[src/hw/deser_out_defines.svh]
// Register offsets, field positions and reset values of the output block.
`ifndef DESER_OUT_DEFINES_SVH
`define DESER_OUT_DEFINES_SVH
`define ADDR_CTRL 32'h0000_0000
`define ADDR_THRESH 32'h0000_0004
`define ADDR_STATUS 32'h0000_0008
`define ADDR_ERRCNT 32'h0000_000c
`define CTRL_PATTERN_TEST 0
`define CTRL_ENCRYPT_EN 1
`define CTRL_AUDIO_EN 2
`define CTRL_MCLK_SEL 3
`define CTRL_CFG_LINK 4
`define CTRL_SD_VALUE 5
`define CTRL_W 6
`define CTRL_RST 6'h04
`define THRESH_RST 16'h0010
`define DECRYPT_MASK 29'h07e3ffff
`define NARROW_MASK 29'h001fffff
`define RESP_OKAY 2'h0
`define RESP_SLVERR 2'h2
`endif

[src/hw/deser_out_pkg.sv]
// Types shared by the parallel output block.
`default_nettype none
package deser_out_pkg;
   typedef enum logic [1:0] {
      BUS_IDLE = 2'b00,
      BUS_TAKE = 2'b01,
      BUS_RESP = 2'b10
   } bus_state_t;
endpackage : deser_out_pkg
`default_nettype wire

[src/hw/deser_parallel_output_status.sv]
// Parallel pixel output, audio pins, status pins and register slave.
//
// The address map and the AXI4-Lite register port were chosen for this implementation.
`include "deser_out_defines.svh"
`default_nettype none
module deser_parallel_output_status
   import deser_out_pkg::*;
#(
   parameter int DATA_W = 29,
   parameter int CNT_W = 16,
   parameter int PATTERN_TEST_W = 8
) (
   input wire logic clk_sys,
   input wire logic resetn,
   input wire logic clk_en,
   input wire logic [31:0] s_axi_awaddr,
   input wire logic s_axi_awvalid,
   output logic s_axi_awready,
   input wire logic [31:0] s_axi_wdata,
   input wire logic [3:0] s_axi_wstrb,
   input wire logic s_axi_wvalid,
   output logic s_axi_wready,
   output logic [1:0] s_axi_bresp,
   output logic s_axi_bvalid,
   input wire logic s_axi_bready,
   input wire logic [31:0] s_axi_araddr,
   input wire logic s_axi_arvalid,
   output logic s_axi_arready,
   output logic [31:0] s_axi_rdata,
   output logic [1:0] s_axi_rresp,
   output logic s_axi_rvalid,
   input wire logic s_axi_rready,
   input wire logic link_clk,
   input wire logic [DATA_W-1:0] link_word,
   input wire logic [DATA_W-1:0] key_word,
   input wire logic key_sd,
   input wire logic decode_err_tgl,
   input wire logic pattern_test_err_tgl,
   input wire logic plls_locked,
   input wire logic word_aligned,
   input wire logic aud_sck,
   input wire logic aud_ws,
   input wire logic aud_sd,
   input wire logic aud_mclk,
   input wire logic power_down_n,
   input wire logic bus_width_sel,
   input wire logic edge_sel,
   input wire logic out_enable_n,
   input wire logic spread_strap,
   input wire logic rate_range_strap,
   output logic pixel_clk_out,
   output logic [DATA_W-1:0] pixel_data,
   output logic pixel_oe,
   output logic i2s_sck_out,
   output logic i2s_ws_out,
   output logic i2s_sd_out,
   output logic audio_oe,
   output logic video_err_out,
   output logic video_err_oe,
   output logic lock_out,
   output logic lock_oe,
   output logic spread_en,
   output logic low_rate_band
);
   // Sixteen single pins ride along with the two data words.
   localparam int SYNC_W = 2 * DATA_W + 16;
   logic [1:0] rst_sync;
   logic rst_n;
   logic [SYNC_W-1:0] sync_a, sync_b;
   logic [DATA_W-1:0] word_s, key_s;
   logic lclk_s, pd_s, bws_s, es_s, oen_s, spread_s, rate_s, locked_s;
   logic aligned_s, dec_s, pattern_test_s, sck_s, ws_s, sd_s, mclk_s, ksd_s;
   logic lclk_reg, lclk_next, pd_reg, pd_next;
   logic dec_reg, dec_next, pattern_test_reg, pattern_test_next;
   logic [CNT_W-1:0] dec_cnt_reg, dec_cnt_next;
   logic [PATTERN_TEST_W-1:0] pattern_test_cnt_reg, pattern_test_cnt_next;
   logic [`CTRL_W-1:0] ctrl_reg, ctrl_next;
   logic [15:0] thresh_reg, thresh_next;
   logic spread_reg, spread_next, rate_reg, rate_next;
   logic [DATA_W-1:0] data_reg, data_next;
   logic pclk_reg, pclk_next, poe_reg, poe_next;
   logic sck_reg, sck_next, ws_reg, ws_next, sdo_reg, sdo_next;
   logic err_oe_reg, err_oe_next, lock_oe_reg, lock_oe_next;
   bus_state_t wst_reg, wst_next, rst_st_reg, rst_st_next;
   logic [1:0] bresp_reg, bresp_next, rresp_reg, rresp_next;
   logic [31:0] rdata_reg, rdata_next;
   logic upd, pd_rise, dec_ev, pattern_test_ev, cnt_clr, err_act, pattern_test;
   logic [DATA_W-1:0] word_mux;

   // Reset is released through two flops so all state leaves reset together.
   always_ff @(posedge clk_sys or negedge resetn) begin
      if (!resetn) begin
         rst_sync <= 2'b00;
      end else begin
         rst_sync <= {rst_sync[0], 1'b1};
      end
   end
   assign rst_n = rst_sync[1];

   // Every pin outside the register bus, clk_en and resetn, and the recovered clock, cross on two flops; only sync_b is read.
   always_ff @(posedge clk_sys or negedge rst_n) begin
      if (!rst_n) begin
         sync_a <= '0;
         sync_b <= '0;
      end else if (clk_en) begin
         sync_a <= {link_clk, power_down_n, bus_width_sel, edge_sel,
                    out_enable_n, spread_strap, rate_range_strap, plls_locked,
                    word_aligned, decode_err_tgl, pattern_test_err_tgl, aud_sck,
                    aud_ws, aud_sd, aud_mclk, key_sd, link_word, key_word};
         sync_b <= sync_a;
      end
   end
   assign {lclk_s, pd_s, bws_s, es_s, oen_s, spread_s, rate_s, locked_s,
           aligned_s, dec_s, pattern_test_s, sck_s, ws_s, sd_s, mclk_s, ksd_s,
           word_s, key_s} = sync_b;

   assign pattern_test = ctrl_reg[`CTRL_PATTERN_TEST];
   // Edges of the sampled link clock; the pixel clock is this copy delayed.
   assign upd = es_s ? (lclk_reg & ~lclk_s) : (~lclk_reg & lclk_s);
   assign pd_rise = pd_s & ~pd_reg;
   // Error events arrive as toggles so none is lost in the crossing.
   assign dec_ev = (dec_s ^ dec_reg) & ~pattern_test;
   assign pattern_test_ev = (pattern_test_s ^ pattern_test_reg) & pattern_test;
   assign cnt_clr = (wst_reg == BUS_TAKE) && (s_axi_awaddr == `ADDR_ERRCNT);
   assign err_act = pd_s & ((dec_cnt_reg > CNT_W'(thresh_reg))
                   | (pattern_test & (pattern_test_cnt_reg != '0)));

   always_comb begin
      word_mux = word_s;
      if (ctrl_reg[`CTRL_ENCRYPT_EN]) begin
         // Sync bits and bits 28, 27, 20 bypass the cipher.
         word_mux = word_s ^ (key_s & `DECRYPT_MASK);
      end
      if (ctrl_reg[`CTRL_MCLK_SEL]) begin
         word_mux[28] = mclk_s;
      end
      if (!bws_s) begin
         word_mux = word_mux & `NARROW_MASK;
      end
   end

   always_comb begin
      lclk_next = lclk_s;
      pd_next = pd_s;
      dec_next = dec_s;
      pattern_test_next = pattern_test_s;
      pclk_next = lclk_s;
      poe_next = ~oen_s;
      data_next = data_reg;
      sck_next = sck_reg;
      ws_next = ws_reg;
      sdo_next = sdo_reg;
      if (upd) begin
         // Data change on the chosen edge and hold a full pixel period.
         data_next = word_mux;
         if (ctrl_reg[`CTRL_AUDIO_EN]) begin
            sck_next = sck_s;
            ws_next = ws_s;
            sdo_next = sd_s;
         end else begin
            sck_next = 1'b0;
            ws_next = 1'b0;
            sdo_next = ctrl_reg[`CTRL_SD_VALUE] ^
                       (ctrl_reg[`CTRL_ENCRYPT_EN] & ksd_s);
         end
      end
      // A new event in the clearing cycle still counts.
      dec_cnt_next = cnt_clr ? '0 : dec_cnt_reg;
      if (dec_ev && dec_cnt_next != '1) begin
         dec_cnt_next = dec_cnt_next + 1'b1;
      end
      pattern_test_cnt_next = (cnt_clr || !pattern_test) ? '0 : pattern_test_cnt_reg;
      if (pattern_test_ev && pattern_test_cnt_next != '1) begin
         pattern_test_cnt_next = pattern_test_cnt_next + 1'b1;
      end
      if (!pd_s) begin
         dec_cnt_next = '0;
         pattern_test_cnt_next = '0;
      end
      err_oe_next = err_act;
      lock_oe_next = pd_s & ~(locked_s & aligned_s
                     & ~ctrl_reg[`CTRL_CFG_LINK]);
      spread_next = spread_reg;
      rate_next = rate_reg;
      // Straps are taken only at wake, so a wandering pin changes nothing.
      if (pd_rise) begin
         spread_next = spread_s;
         rate_next = rate_s;
      end
   end

   always_comb begin
      wst_next = wst_reg;
      bresp_next = bresp_reg;
      ctrl_next = ctrl_reg;
      thresh_next = thresh_reg;
      unique case (wst_reg)
         BUS_IDLE: begin
            if (s_axi_awvalid && s_axi_wvalid) begin
               wst_next = BUS_TAKE;
            end
         end
         BUS_TAKE: begin
            wst_next = BUS_RESP;
            bresp_next = `RESP_OKAY;
            if (s_axi_awaddr == `ADDR_CTRL) begin
               if (s_axi_wstrb[0]) begin
                  ctrl_next = s_axi_wdata[`CTRL_W-1:0];
               end
            end else if (s_axi_awaddr == `ADDR_THRESH) begin
               if (s_axi_wstrb[0]) begin
                  thresh_next[7:0] = s_axi_wdata[7:0];
               end
               if (s_axi_wstrb[1]) begin
                  thresh_next[15:8] = s_axi_wdata[15:8];
               end
            end else if (s_axi_awaddr != `ADDR_ERRCNT &&
                         s_axi_awaddr != `ADDR_STATUS) begin
               bresp_next = `RESP_SLVERR;
            end
         end
         BUS_RESP: begin
            if (s_axi_bready) begin
               wst_next = BUS_IDLE;
            end
         end
         default: wst_next = BUS_IDLE;
      endcase
   end

   always_comb begin
      rst_st_next = rst_st_reg;
      rdata_next = rdata_reg;
      rresp_next = rresp_reg;
      unique case (rst_st_reg)
         BUS_IDLE: begin
            if (s_axi_arvalid) begin
               rst_st_next = BUS_TAKE;
            end
         end
         BUS_TAKE: begin
            rst_st_next = BUS_RESP;
            rresp_next = `RESP_OKAY;
            rdata_next = 32'h0000_0000;
            if (s_axi_araddr == `ADDR_CTRL) begin
               rdata_next[`CTRL_W-1:0] = ctrl_reg;
            end else if (s_axi_araddr == `ADDR_THRESH) begin
               rdata_next[15:0] = thresh_reg;
            end else if (s_axi_araddr == `ADDR_STATUS) begin
               rdata_next[5:0] = {pd_s, bws_s, rate_reg, spread_reg,
                                  err_oe_reg, pd_s & ~lock_oe_reg};
            end else if (s_axi_araddr == `ADDR_ERRCNT) begin
               rdata_next[CNT_W-1:0] = dec_cnt_reg;
               rdata_next[16 +: PATTERN_TEST_W] = pattern_test_cnt_reg;
            end else begin
               rresp_next = `RESP_SLVERR;
            end
         end
         BUS_RESP: begin
            if (s_axi_rready) begin
               rst_st_next = BUS_IDLE;
            end
         end
         default: rst_st_next = BUS_IDLE;
      endcase
   end

   always_ff @(posedge clk_sys or negedge rst_n) begin
      if (!rst_n) begin
         lclk_reg <= 1'b0;
         pd_reg <= 1'b0;
         dec_reg <= 1'b0;
         pattern_test_reg <= 1'b0;
         pclk_reg <= 1'b0;
         poe_reg <= 1'b0;
         data_reg <= '0;
         sck_reg <= 1'b0;
         ws_reg <= 1'b0;
         sdo_reg <= 1'b0;
         dec_cnt_reg <= '0;
         pattern_test_cnt_reg <= '0;
         err_oe_reg <= 1'b0;
         lock_oe_reg <= 1'b0;
         spread_reg <= 1'b0;
         rate_reg <= 1'b0;
         ctrl_reg <= `CTRL_RST;
         thresh_reg <= `THRESH_RST;
         wst_reg <= BUS_IDLE;
         rst_st_reg <= BUS_IDLE;
         bresp_reg <= `RESP_OKAY;
         rresp_reg <= `RESP_OKAY;
         rdata_reg <= 32'h0000_0000;
      end else if (clk_en) begin
         lclk_reg <= lclk_next;
         pd_reg <= pd_next;
         dec_reg <= dec_next;
         pattern_test_reg <= pattern_test_next;
         pclk_reg <= pclk_next;
         poe_reg <= poe_next;
         data_reg <= data_next;
         sck_reg <= sck_next;
         ws_reg <= ws_next;
         sdo_reg <= sdo_next;
         dec_cnt_reg <= dec_cnt_next;
         pattern_test_cnt_reg <= pattern_test_cnt_next;
         err_oe_reg <= err_oe_next;
         lock_oe_reg <= lock_oe_next;
         spread_reg <= spread_next;
         rate_reg <= rate_next;
         ctrl_reg <= ctrl_next;
         thresh_reg <= thresh_next;
         wst_reg <= wst_next;
         rst_st_reg <= rst_st_next;
         bresp_reg <= bresp_next;
         rresp_reg <= rresp_next;
         rdata_reg <= rdata_next;
      end
   end

   assign s_axi_awready = (wst_reg == BUS_TAKE);
   assign s_axi_wready = (wst_reg == BUS_TAKE);
   assign s_axi_bvalid = (wst_reg == BUS_RESP);
   assign s_axi_bresp = bresp_reg;
   assign s_axi_arready = (rst_st_reg == BUS_TAKE);
   assign s_axi_rvalid = (rst_st_reg == BUS_RESP);
   assign s_axi_rdata = rdata_reg;
   assign s_axi_rresp = rresp_reg;
   assign pixel_clk_out = pclk_reg;
   assign pixel_data = data_reg;
   assign pixel_oe = poe_reg;
   assign audio_oe = poe_reg;
   assign i2s_sck_out = sck_reg;
   assign i2s_ws_out = ws_reg;
   assign i2s_sd_out = sdo_reg;
   // Open-drain pins only ever pull low; the enable carries the level.
   assign video_err_out = 1'b0;
   assign video_err_oe = err_oe_reg;
   assign lock_out = 1'b0;
   assign lock_oe = lock_oe_reg;
   assign spread_en = spread_reg;
   assign low_rate_band = rate_reg;
endmodule : deser_parallel_output_status
`default_nettype wire

[config.mk]
export PLATFORM = sky130hd
export DESIGN_NAME = deser_parallel_output_status
export DESIGN_NICKNAME = d
export VERILOG_FILES = /design/src/hw/deser_out_pkg.sv /design/src/hw/deser_parallel_output_status.sv
export VERILOG_INCLUDE_DIRS = /design/src /design/src/hw
export SDC_FILE = /design/constraint.sdc
export NUM_CORES = 1
export LEC_CHECK = 0
export CORE_ASPECT_RATIO = 1.75
export CORE_UTILIZATION = 50
export CTS_BUF_LIST = sky130_fd_sc_hd__clkbuf_4
export CTS_CLUSTER_DIAMETER = 120
export CTS_CLUSTER_SIZE = 8
export DETAILED_ROUTE_END_ITERATION = 10
export DONT_BUFFER_PORTS = 1
export PLACE_DENSITY = 0.7
export SLEW_MARGIN = 20
export SYNTH_ARGS = -nofsm -noshare
export SYNTH_HDL_FRONTEND = slang
export SYNTH_SLANG_ARGS = --single-unit
[constraint.sdc]
create_clock -name clk_sys -period 14.6 [get_ports clk_sys]
set_input_delay 0 -clock clk_sys [delete_from_list [all_inputs] [get_ports clk_sys]]
set_output_delay 0 -clock clk_sys [all_outputs]
set_load 0.005 [all_outputs]
==> metrics, run 1 <==
outcome=completed; max-slew violations=0; Mapped Cells=around 970; clock group share of total power=25.7%; Max Cap Viol=0; RSZ-0062 raised after global routing=no; Yosys reg bits=~260; Worst-Skew Late Latency=0.67 ns; Startpoint Class=input pin; final hold vios=0; P_leak=roughly 6.3 nW; row count=74; Netlist cell types=80; post-layout min period=around 4.4 ns; Rel. slew slack=around 33%; Starting Density=approximately half; R2R Setup Slk=roughly 11 ns; ANT nets after route=0; final worst slack=slightly above 10 ns; share of layout cells above drive strength 1=between 20% and 30%; pre-CTS setup slack=11.23 ns; CP endpoint=dec_cnt_reg[2]; Clock Sinks=~260; wire per inst=19.29 um; final setup vio count=0; DR DRC count=0; Crit. Startpoint=s_axi_awaddr[30]; final WL=28,600 um; CTS Buf Count=38; total die area=24,570 sq um; Crit Path Max Fanout=14; area of placed instances=between 10,000 and 15,000 sq um; gr usage total=about 24%; CTS tree=done; worst-margin pin slew=approximately 1 ns; clock-pin slew on the worst setup and hold paths=~0.1 ns; DR iter-0 viols=between 300 and 400; Chip Width=118.9 um; vias per inst=about 5.6; clock buffer depth=3; htree depth=2; Placeable Area=about 23,000 sq um; r2r startpoint=wst_reg[1]; Worst R2R Path Depth=10; chip height=206.6 um; Avg Inst Size Synth=between 10 and 15 sq um; Power Internal=approximately 1.1 mW; DR pass1 iterations=4; vias=8,321; area grow syn2layout=21.41%; NumNets Final=roughly 1,400; initial antenna violation count=6; switch share=between 20 and 30%; DPL Wire Length=about 18,000 um; I/O Buffers=0; Main synth FF type=dfrtp_1; CTS Root Cell=clkbuf_4; Overflow after GRT=0; Tcrit/Tclk final=between 20% and 30%; vias in the first global route=9,079; reg2reg end=dec_cnt_reg[2]; first-pass GRT wire length=46,240 um; fraction of registers with async set/reset=between 90% and 100%; synth warn=0; power density cells=about 100 nW/um^2; Post-synth EDFFs=0; fmax=229.5 MHz; register area share after synthesis=53.78%; Placer Congestion=between 0.9 and 1; Net Sw Power=roughly 0.43 mW; Hold/Removal Path Class=in2reg; fin area=roughly 15,000 sq um; num ports=between 200 and 300; Crit. End Element=flop; WS Path Type=in2reg; WP data arrival=4.92 ns; largest net degree at the start of global routing=170; Required @ worst endpoint=15.16 ns; setup TNS=0 ns; Peak VDD IR=between 0.00009 and 0.0001 V; Gate power share=between 15 and 20%; clock skew=roughly 0.036 ns; cell area after synthesis=between 10,000 and 15,000 sq um; Flop pwr share=58.7%
critical path, stage by stage:
cell and delay [ns]:
dlygate4sd3_1 0.57, nor4_4 0.13, dlygate4sd3_1 0.66, nand4_4 0.12, dlygate4sd3_1 0.72, nor3_4 0.56, nor2_1 0.09, ha_1 0.26
and2_1 0.23, nand4bb_1 0.47, or2_1 0.27, a31o_2 0.17, a31oi_1 0.07, dlygate4sd3_1 0.59
routing by layer:
| metal | part of all wire [%] | vias to the layer above | GRT usage, % |
|---|---|---|---|
| met1 | 35 | 4146 | 24.88 |
| met2 | 55 | 269 | 45.13 |
| met3 | 5.5 | 78 | 5.357 |
| met5 | 0 | - | 0 |
| li1 | - | 3828 | - |
| met4 | 4.0 | 0 | 12.66 |
cell families after synthesis:
family	Yosys count	synth area share, %
xor+xnor	28	2.113
simple gates	234	11.55
buf+inv	98	3.984
other cells	2	0.06277
compound gates	137	7.624
flops	257	53.78
mux	194	19.01
fa+ha+maj	18	1.882
power groups by stage:
stage,logic [mW],registers (mW),clock network [mW]
floorplan,0.148,0.882,0
global placement,0.164,0.901,0
detailed placement,0.172,0.904,0
CTS,0.234,0.891,0.410
global route,0.264,0.906,0.432
finish,0.237,0.892,0.391
what timing repair did:
item                      CTS  global route
hold buffers              201             0
resized for setup           0             0
buffers inserted            0             0
hold endpoints to repair  255             0
through the flow:
stage | power, mW | cells | utilization, % | hold WS, ns
floorplan | 1.030 | 979 | - | -0.2956
global placement | 1.066 | 1227 | 51.70 | -0.2956
detailed placement | 1.076 | 1227 | 51.70 | -0.2956
CTS | 1.535 | 1477 | 61.93 | 0.0005178
global route | 1.602 | 1483 | 62.01 | 0.004355
finish | 1.520 | 1483 | 62.01 | 0.06499
final cells by class:
class	count	area [sq um]
well taps	304	380.4
diodes	6	15.01
clock buffers	47	352.8
inverters	34	127.6
multi-input cells	624	5106
repair buffers	209	2093
fillers	1795	8900
clock inverters	2	12.51
flip-flops and latches	257	6437
synth_stat cells, drive strengths merged (3+ instances only):
cell type	number	area, sq um
nand4	15	153.9
mux2i	21	210.2
mux4	5	112.6
ha	18	225.2
buf	32	198.9
nand2	110	415.4
dfrtp	255	6381
clkbuf	32	150.1
o211ai	3	22.52
and4	5	45.04
a41oi	3	26.28
o21ai	62	314.1
a31oi	6	37.54
nor4	22	249.0
nand4b	3	26.28
a21oi	12	60.06
and2	4	25.02
nor2	28	122.6
xnor2	7	61.31
and3	6	38.79
nor2b	5	31.28
xor2	21	191.4
nor3	7	51.30
nand3b	4	42.54
inv	34	127.6
a21o	4	30.03
o31ai	4	35.03
o311ai	3	43.80
a22o	12	105.1
o2bb2ai	8	70.07
mux2	168	1952
nand3	12	65.06
o22ai	4	25.02
placed cells by master, fill, tap and decap left out, types with 7 or more instances in the layout:
master | synthesis | layout
conb_1 | 2 | 13
buf_4 | 15 | 7
o2bb2ai_1 | 8 | 8
a22o_1 | 12 | 12
a21oi_1 | 12 | 12
mux2_4 | 16 | 16
mux2i_1 | 21 | 21
nand4_1 | 11 | 11
o21ai_0 | 60 | 60
xnor2_1 | 7 | 7
nand3_1 | 11 | 11
dfrtp_1 | 255 | 254
dlygate4sd3_1 | 0 | 200
nand2_1 | 109 | 109
mux2_2 | 146 | 146
ha_1 | 18 | 18
nor2_1 | 25 | 25
nor4_4 | 7 | 7
clkbuf_4 | 0 | 47
inv_1 | 34 | 34
xor2_1 | 20 | 20
nor4_1 | 14 | 14
worst min path at each step:
stage / cells after the start / from / endpoint
floorplan: 0 / resetn / rst_sync[0]
global placement: 0 / resetn / rst_sync[0]
detailed placement: 0 / resetn / rst_sync[0]
CTS: 5 / s_axi_awaddr[17] / dec_cnt_reg[0]
global route: 2 / link_word[15] / sync_a[44]
finish: 2 / s_axi_wdata[2] / thresh_reg[2]
Note: power is estimated with default switching activity, not from simulation.
==> inputs of run 2 (changes only) <==
==> constraint.sdc (replaced) <==
create_clock -name clk_sys -period 4.5 [get_ports clk_sys]
set_input_delay 0 -clock clk_sys [delete_from_list [all_inputs] [get_ports clk_sys]]
set_output_delay 0 -clock clk_sys [all_outputs]
set_load 0.005 [all_outputs]
==> run 2 against run 1 <==
Largest power group unchanged. Global-route usage fell by 0.051 points. Clock skew increased by 0.0034 ns. First-iteration DRC count grew 12%. Critical path depth unchanged. Power grew to 3.3 times the previous value. Clock power rose to 3.4 times the previous value. Hold slack worse by 0.017 ns. Register-to-register slack got worse by 10 ns. Critical path type unchanged. Routed wire length about the same. Count of clock-buffer cells in the layout grew 6. Sequential cell count did not move.
==> metrics, run 2 (synthesis gave the netlist of run 1 again) <==
switch share=28.19% (-0.18 points); ANT nets after route=0 (unchanged); hold slack=0.04819 ns (-0.01680 ns); fmax=232.2 MHz; CTS tree=done; Required @ worst endpoint=5.02 ns (-10.14 ns); initial antenna violation count=3 (-3); setup TNS=0 ns (unchanged); power density cells=344.3 nW/um^2 (+230%); final WL=28,600 um (about the same); vias per inst=5.534 (-1.4%); share of layout cells above drive strength 1=22.66% (+0.58 points); WP data arrival=4.83 ns (-0.09 ns); CTS Root Cell=clkbuf_4; worst-margin pin slew=1.048 ns (+0.04711 ns); Crit. Startpoint=s_axi_awaddr[30]; area of placed instances=12,130 sq um (+0.11%); chip height=206.6 um (unchanged); NumNets Final=1,350 (-1.0%); outcome=completed; Clock Sinks=257 (unchanged); WS Path Type=in2reg; gr usage total=24.02% (-0.051 points); P_leak=6.276 nW (-0.51%); Final Non-Filler Cells=1,473 (-0.67%); Hold Startpoint=key_sd; r2r startpoint=wst_reg[1]; Pwr Total=4.973 mW (+230%); Placer Congestion=0.8672 (-4.0%); Crit. End Element=flop; htree depth=2 (unchanged); Rel. slew slack=29.92% (-3.2 points); Startpoint Class=input pin; Power Internal=3.572 mW (+230%); Hold/Removal Path Class=in2reg; clock skew=0.03968 ns (+0.003418 ns); Gate power share=15.0% (-0.6 points); largest net degree at the start of global routing=170 (unchanged); row count=74 (unchanged); total die area=24,570 sq um (unchanged); DR DRC count=0 (unchanged); area grow syn2layout=20.74%; I/O Buffers=0 (unchanged); Placeable Area=23,430 sq um (unchanged); most frequent cells in the layout=dfrtp_1, dlygate4sd3_1, mux2_2; dpl cells=1,226 (-0.081%); CTS Buf Count=38 (unchanged); vias=8,152 (-2.0%); Max Cap Viol=0 (unchanged); Chip Width=118.9 um (unchanged); DR pass1 iterations=4 (unchanged); vias in the first global route=8,743 (-3.7%); DPL Wire Length=18,280 um (+3.6%); wire per inst=19.41 um (+0.66%); Net Sw Power=1.402 mW (+230%); Peak VDD IR=0.0002558 V (+170%); Flop pwr share=58.2% (-0.5 points); RSZ-0062 raised after global routing=no; Worst-Skew Late Latency=0.67 ns (about the same); Starting Density=51.07% (unchanged); first-pass GRT wire length=45,830 um (-0.88%); commonest non-fill, non-tap cell in the layout=dfrtp_1; post-layout min period=4.307 ns; final worst slack=0.1926 ns (-10.05 ns); Overflow after GRT=0 (unchanged); Final Core Density=61.67% (-0.34 points); Crit Path Max Fanout=12 (-2); Tcrit/Tclk final=a little over nine tenths; pre-CTS setup slack=1.335 ns (-9.893 ns); clock buffer depth=3 (unchanged); num ports=264 (unchanged); clock group share of total power=26.8% (+1.1 points); fin area=14,450 sq um (-0.55%); final hold vios=0 (unchanged); clock-pin slew on the worst setup and hold paths=0.10 ns (about the same); max-slew violations=0 (unchanged); DR iter-0 viols=375 (+12%); final setup vio count=0 (unchanged)
[run 2: changes by cell type in the layout (fill, tap and decap cells not counted)]
cell,change
buf_12,+1
buf_4,-1
buf_6,-1
clkbuf_4,+6
diode_2,-2
dlygate4sd3_1,-13
o31ai_2,-1
o31ai_4,+1
[run 2: power groups by stage]
stage	sequential, mW	clock, mW	combinational, mW
after global routing	2.94	1.48	0.833
final	2.90	1.33	0.745
after detailed placement	2.94	0	0.557
after global placement	2.93	0	0.536
after floorplan	2.86	0	0.480
after CTS	2.90	1.39	0.742
[run 2: routing by layer]
layer / share of wire [%] / track usage (%) / up-vias
met2: 56 / 45.66 / 249
met3: 5.3 / 5.440 / 69
met5: 0 / 0 / -
met4: 3.8 / 10.76 / 0
met1: 35 / 24.98 / 4038
li1: - / - / 3796
[run 2: area by class of cell]
cell class              instances  area (sq um)
diodes                          4         10.01
clock buffers                  53         397.9
clock inverters                 2         12.51
fillers                      1828          8980
inverters                      34         127.6
multi-input cells             624          5115
flip-flops and latches        257          6437
well taps                     304         380.4
repair buffers                195          1964
[run 2: final timing paths]
path | endpoint | slack [ns] | depth (start not counted)
setup / recovery | dec_cnt_reg[2] | 0.19 | 14
hold / removal | sync_a[58] | 0.05 | 2
setup reg to reg | dec_cnt_reg[2] | 0.75 | 10
hold reg to reg | sync_b[30] | 0.31 | 0
max in group asynchronous | sync_a[45] | 3.01 | 1
min in group asynchronous | rst_sync[1] | 0.13 | 2
[run 2: critical path, cell delays in order]
cell           delay, ns
dlygate4sd3_1       0.57
nor4_4              0.13
dlygate4sd3_1       0.64
nand4_4             0.10
dlygate4sd3_1       0.73
nor3_4              0.53
nor2_1              0.09
ha_1                0.26
nor3b_1             0.17
o41ai_1             0.30
dlygate4sd3_1       0.60
a31o_2              0.09
dlygate4sd3_1       0.54
a31oi_1             0.08
[run 2: timing repair]
item,4_1_cts,5_1_grt
hold endpoints to repair,243,0
resized for setup,0,0
setup buffers,0,0
hold buffers,188,0
endpoints found under the setup margin,0,0
==> inputs of run 3 (changes only) <==
==> constraint.sdc (replaced) <==
create_clock -name clk_sys -period 4.5 [get_ports clk_sys]
set_input_delay 0.225 -clock clk_sys [delete_from_list [all_inputs] [get_ports clk_sys]]
set_output_delay 0.225 -clock clk_sys [all_outputs]
set_load 0.005 [all_outputs]
==> run 3 against run 2 <==
Fmax increased by 26%. Non-clock buffer count fell by 66. Final area decreased by 4.0%. Sequential power barely moved. Power up 0.30%. Routed wire length down 5.8%. Largest cell class unchanged. Clock power is 8% higher. Critical path depth fell by 1. Sequential cell count did not move.
==> metrics, run 3 (synthesis gave the netlist of run 1 again) <==
outcome=completed; met1 Usage GRT=24.07% (-0.91 points); fmax=293.7 MHz (+26%); Placeable Area=23,430 sq um (unchanged); P_leak=5.999 nW (-4.4%); clock-pin slew on the worst setup and hold paths=0.09 ns (about the same); Startpoint Class=input pin; CTS tree=done; wire per inst=19.15 um (-1.3%); cts repair resizes=0 (unchanged); gr usage total=22.69% (-1.3 points); # Post-CTS Setup Buffers=0 (unchanged); met3 GRT Util=5.220% (-0.22 points); row count=74 (unchanged); Required @ worst endpoint=4.99 ns (-0.03 ns); chip height=206.6 um (unchanged); R2R Setup Slk=1.22 ns (+0.47 ns); total die area=24,570 sq um (unchanged); vias in the first global route=8,436 (-3.5%); GRT busiest layer=met2; Crit Path Max Fanout=12 (unchanged); largest net degree at the start of global routing=169 (-0.59%); initial antenna violation count=4 (+1); DR iter-0 viols=330 (-12%); first-pass GRT wire length=43,610 um (-4.8%); max-slew violations=0 (unchanged); Crit. Startpoint=s_axi_awaddr[30]; ANT nets after route=0 (unchanged); htree depth=2 (unchanged); commonest non-fill, non-tap cell in the layout=dfrtp_1; area grow syn2layout=15.90%; I/O Buffers=0 (unchanged); final setup vio count=0 (unchanged); Fillers=1,887 (+3.2%); CTS Buf Count=38 (unchanged); Tcrit/Tclk final=75.67% (-20 points); share of layout cells above drive strength 1=24.02% (+1.4 points); CP endpoint=dec_cnt_reg[2]; multi-input combinational cell area=5115 sq um (unchanged); NumNets Final=1,284 (-4.9%); WS Path Type=in2reg; RSZ-0062 raised after global routing=no; reg2reg end=dec_cnt_reg[2]; post-layout min period=3.405 ns (-0.9022 ns); Overflow after GRT=0 (unchanged); Worst-Skew Late Latency=0.67 ns (about the same); CTS Root Cell=clkbuf_4; Rel. slew slack=32.84% (+2.9 points); r2r startpoint=wst_reg[1]; pre-CTS setup slack=1.307 ns (-0.02768 ns); DPL Wire Length=17,830 um (-2.4%); final hold vios=0 (unchanged); Max Cap Viol=0 (unchanged); power density cells=359.8 nW/um^2 (+4.5%); setup TNS=0 ns (unchanged); Starting Density=51.07% (unchanged); Hold/Removal Path Class=in2reg; worst-margin pin slew=1.004 ns (-0.04366 ns); most frequent cells in the layout=dfrtp_1, mux2_2, dlygate4sd3_1; GR Util met2=42.94% (-2.7 points); final WL=26,950 um (-5.8%); Peak VDD IR=0.0002958 V (+16%); clock buffer depth=3 (unchanged); Worst R2R Path Depth=10 (unchanged); WP data arrival=3.89 ns (-0.94 ns); DR DRC count=0 (unchanged); Clock Sinks=257 (unchanged); num ports=264 (unchanged); clock skew=0.04369 ns (+0.004011 ns); register area=6437 sq um (unchanged); DR pass1 iterations=4 (unchanged); cts hold-fix bufs=121 (-36%); Chip Width=118.9 um (unchanged); Pwr Total=4.988 mW (+0.30%); vias=7,834 (-3.9%); final worst slack=1.095 ns (+0.9022 ns); Crit. End Element=flop; Placer Congestion=0.8755 (+0.96%); vias per inst=5.568 (+0.61%)
-- run 3: changes by cell type in the layout (fill, tap and decap cells not counted) --
cell | before | now
buf_16 | 1 | 2
bufinv_16 | 0 | 2
inv_2 | 1 | 0
clkbuf_4 | 53 | 52
buf_12 | 1 | 2
buf_4 | 6 | 4
dlygate4sd3_1 | 187 | 121
-- run 3: layout make-up --
type	count	share of cell area, %
repair buffers	129	9.637
diodes	4	0.07219
multi-input cells	624	36.89
clock inverters	3	0.4963
well taps	304	2.743
inverters	34	0.9204
clock buffers	52	2.815
flip-flops and latches	257	46.43
-- run 3: power by group --
part	total, mW	internal [mW]	switching, mW	leakage (nW)
Sequential	2.89	2.62	0.267	3.20
Combinational	0.667	0.358	0.309	2.53
Clock	1.43	0.642	0.790	0.272
-- run 3: critical path, stage by stage --
cell and delay (ns):
dlygate4sd3_1 0.57, nor4_4 0.15, dlygate4sd3_1 0.62, nand4_4 0.16, nor3_4 0.55, nor2_1 0.09
ha_1 0.27, and2_1 0.22, nand4bb_1 0.35, buf_4 0.23, or2_1 0.20, a31o_2 0.18
a31oi_1 0.08
-- run 3: through the flow --
stage	util, %	cells	cell area, sq um	hold WS [ns]
global placement	51.75	1225	12120	-0.07055
CTS	58.99	1401	13820	0.001613
finish	59.19	1407	13870	0.07848
floorplan	-	979	12010	-0.07059
detailed placement	51.78	1225	12130	-0.07052
global route	59.19	1407	13870	0.05466
-- run 3: metal layers --
layer	wire, um	share of wire (%)
met2	14950	55
met1	9797	36
met4	814	3.0
met5	0	0
met3	1388	5.2
-- run 3: worst min path at each step --
stage | from | endpoint | slack (ns) | depth (start not counted)
3_5_place_dp | resetn | rst_sync[0] | -0.07 | 0
3_3_place_gp | resetn | rst_sync[0] | -0.07 | 0
2_1_floorplan | resetn | rst_sync[0] | -0.07 | 0
6_report | s_axi_araddr[1] | s_axi_rresp[1] | 0.08 | 4
5_1_grt | s_axi_araddr[31] | s_axi_rdata[16] | 0.05 | 5
4_1_cts | clk_en | pixel_data[21] | 0.002 | 3
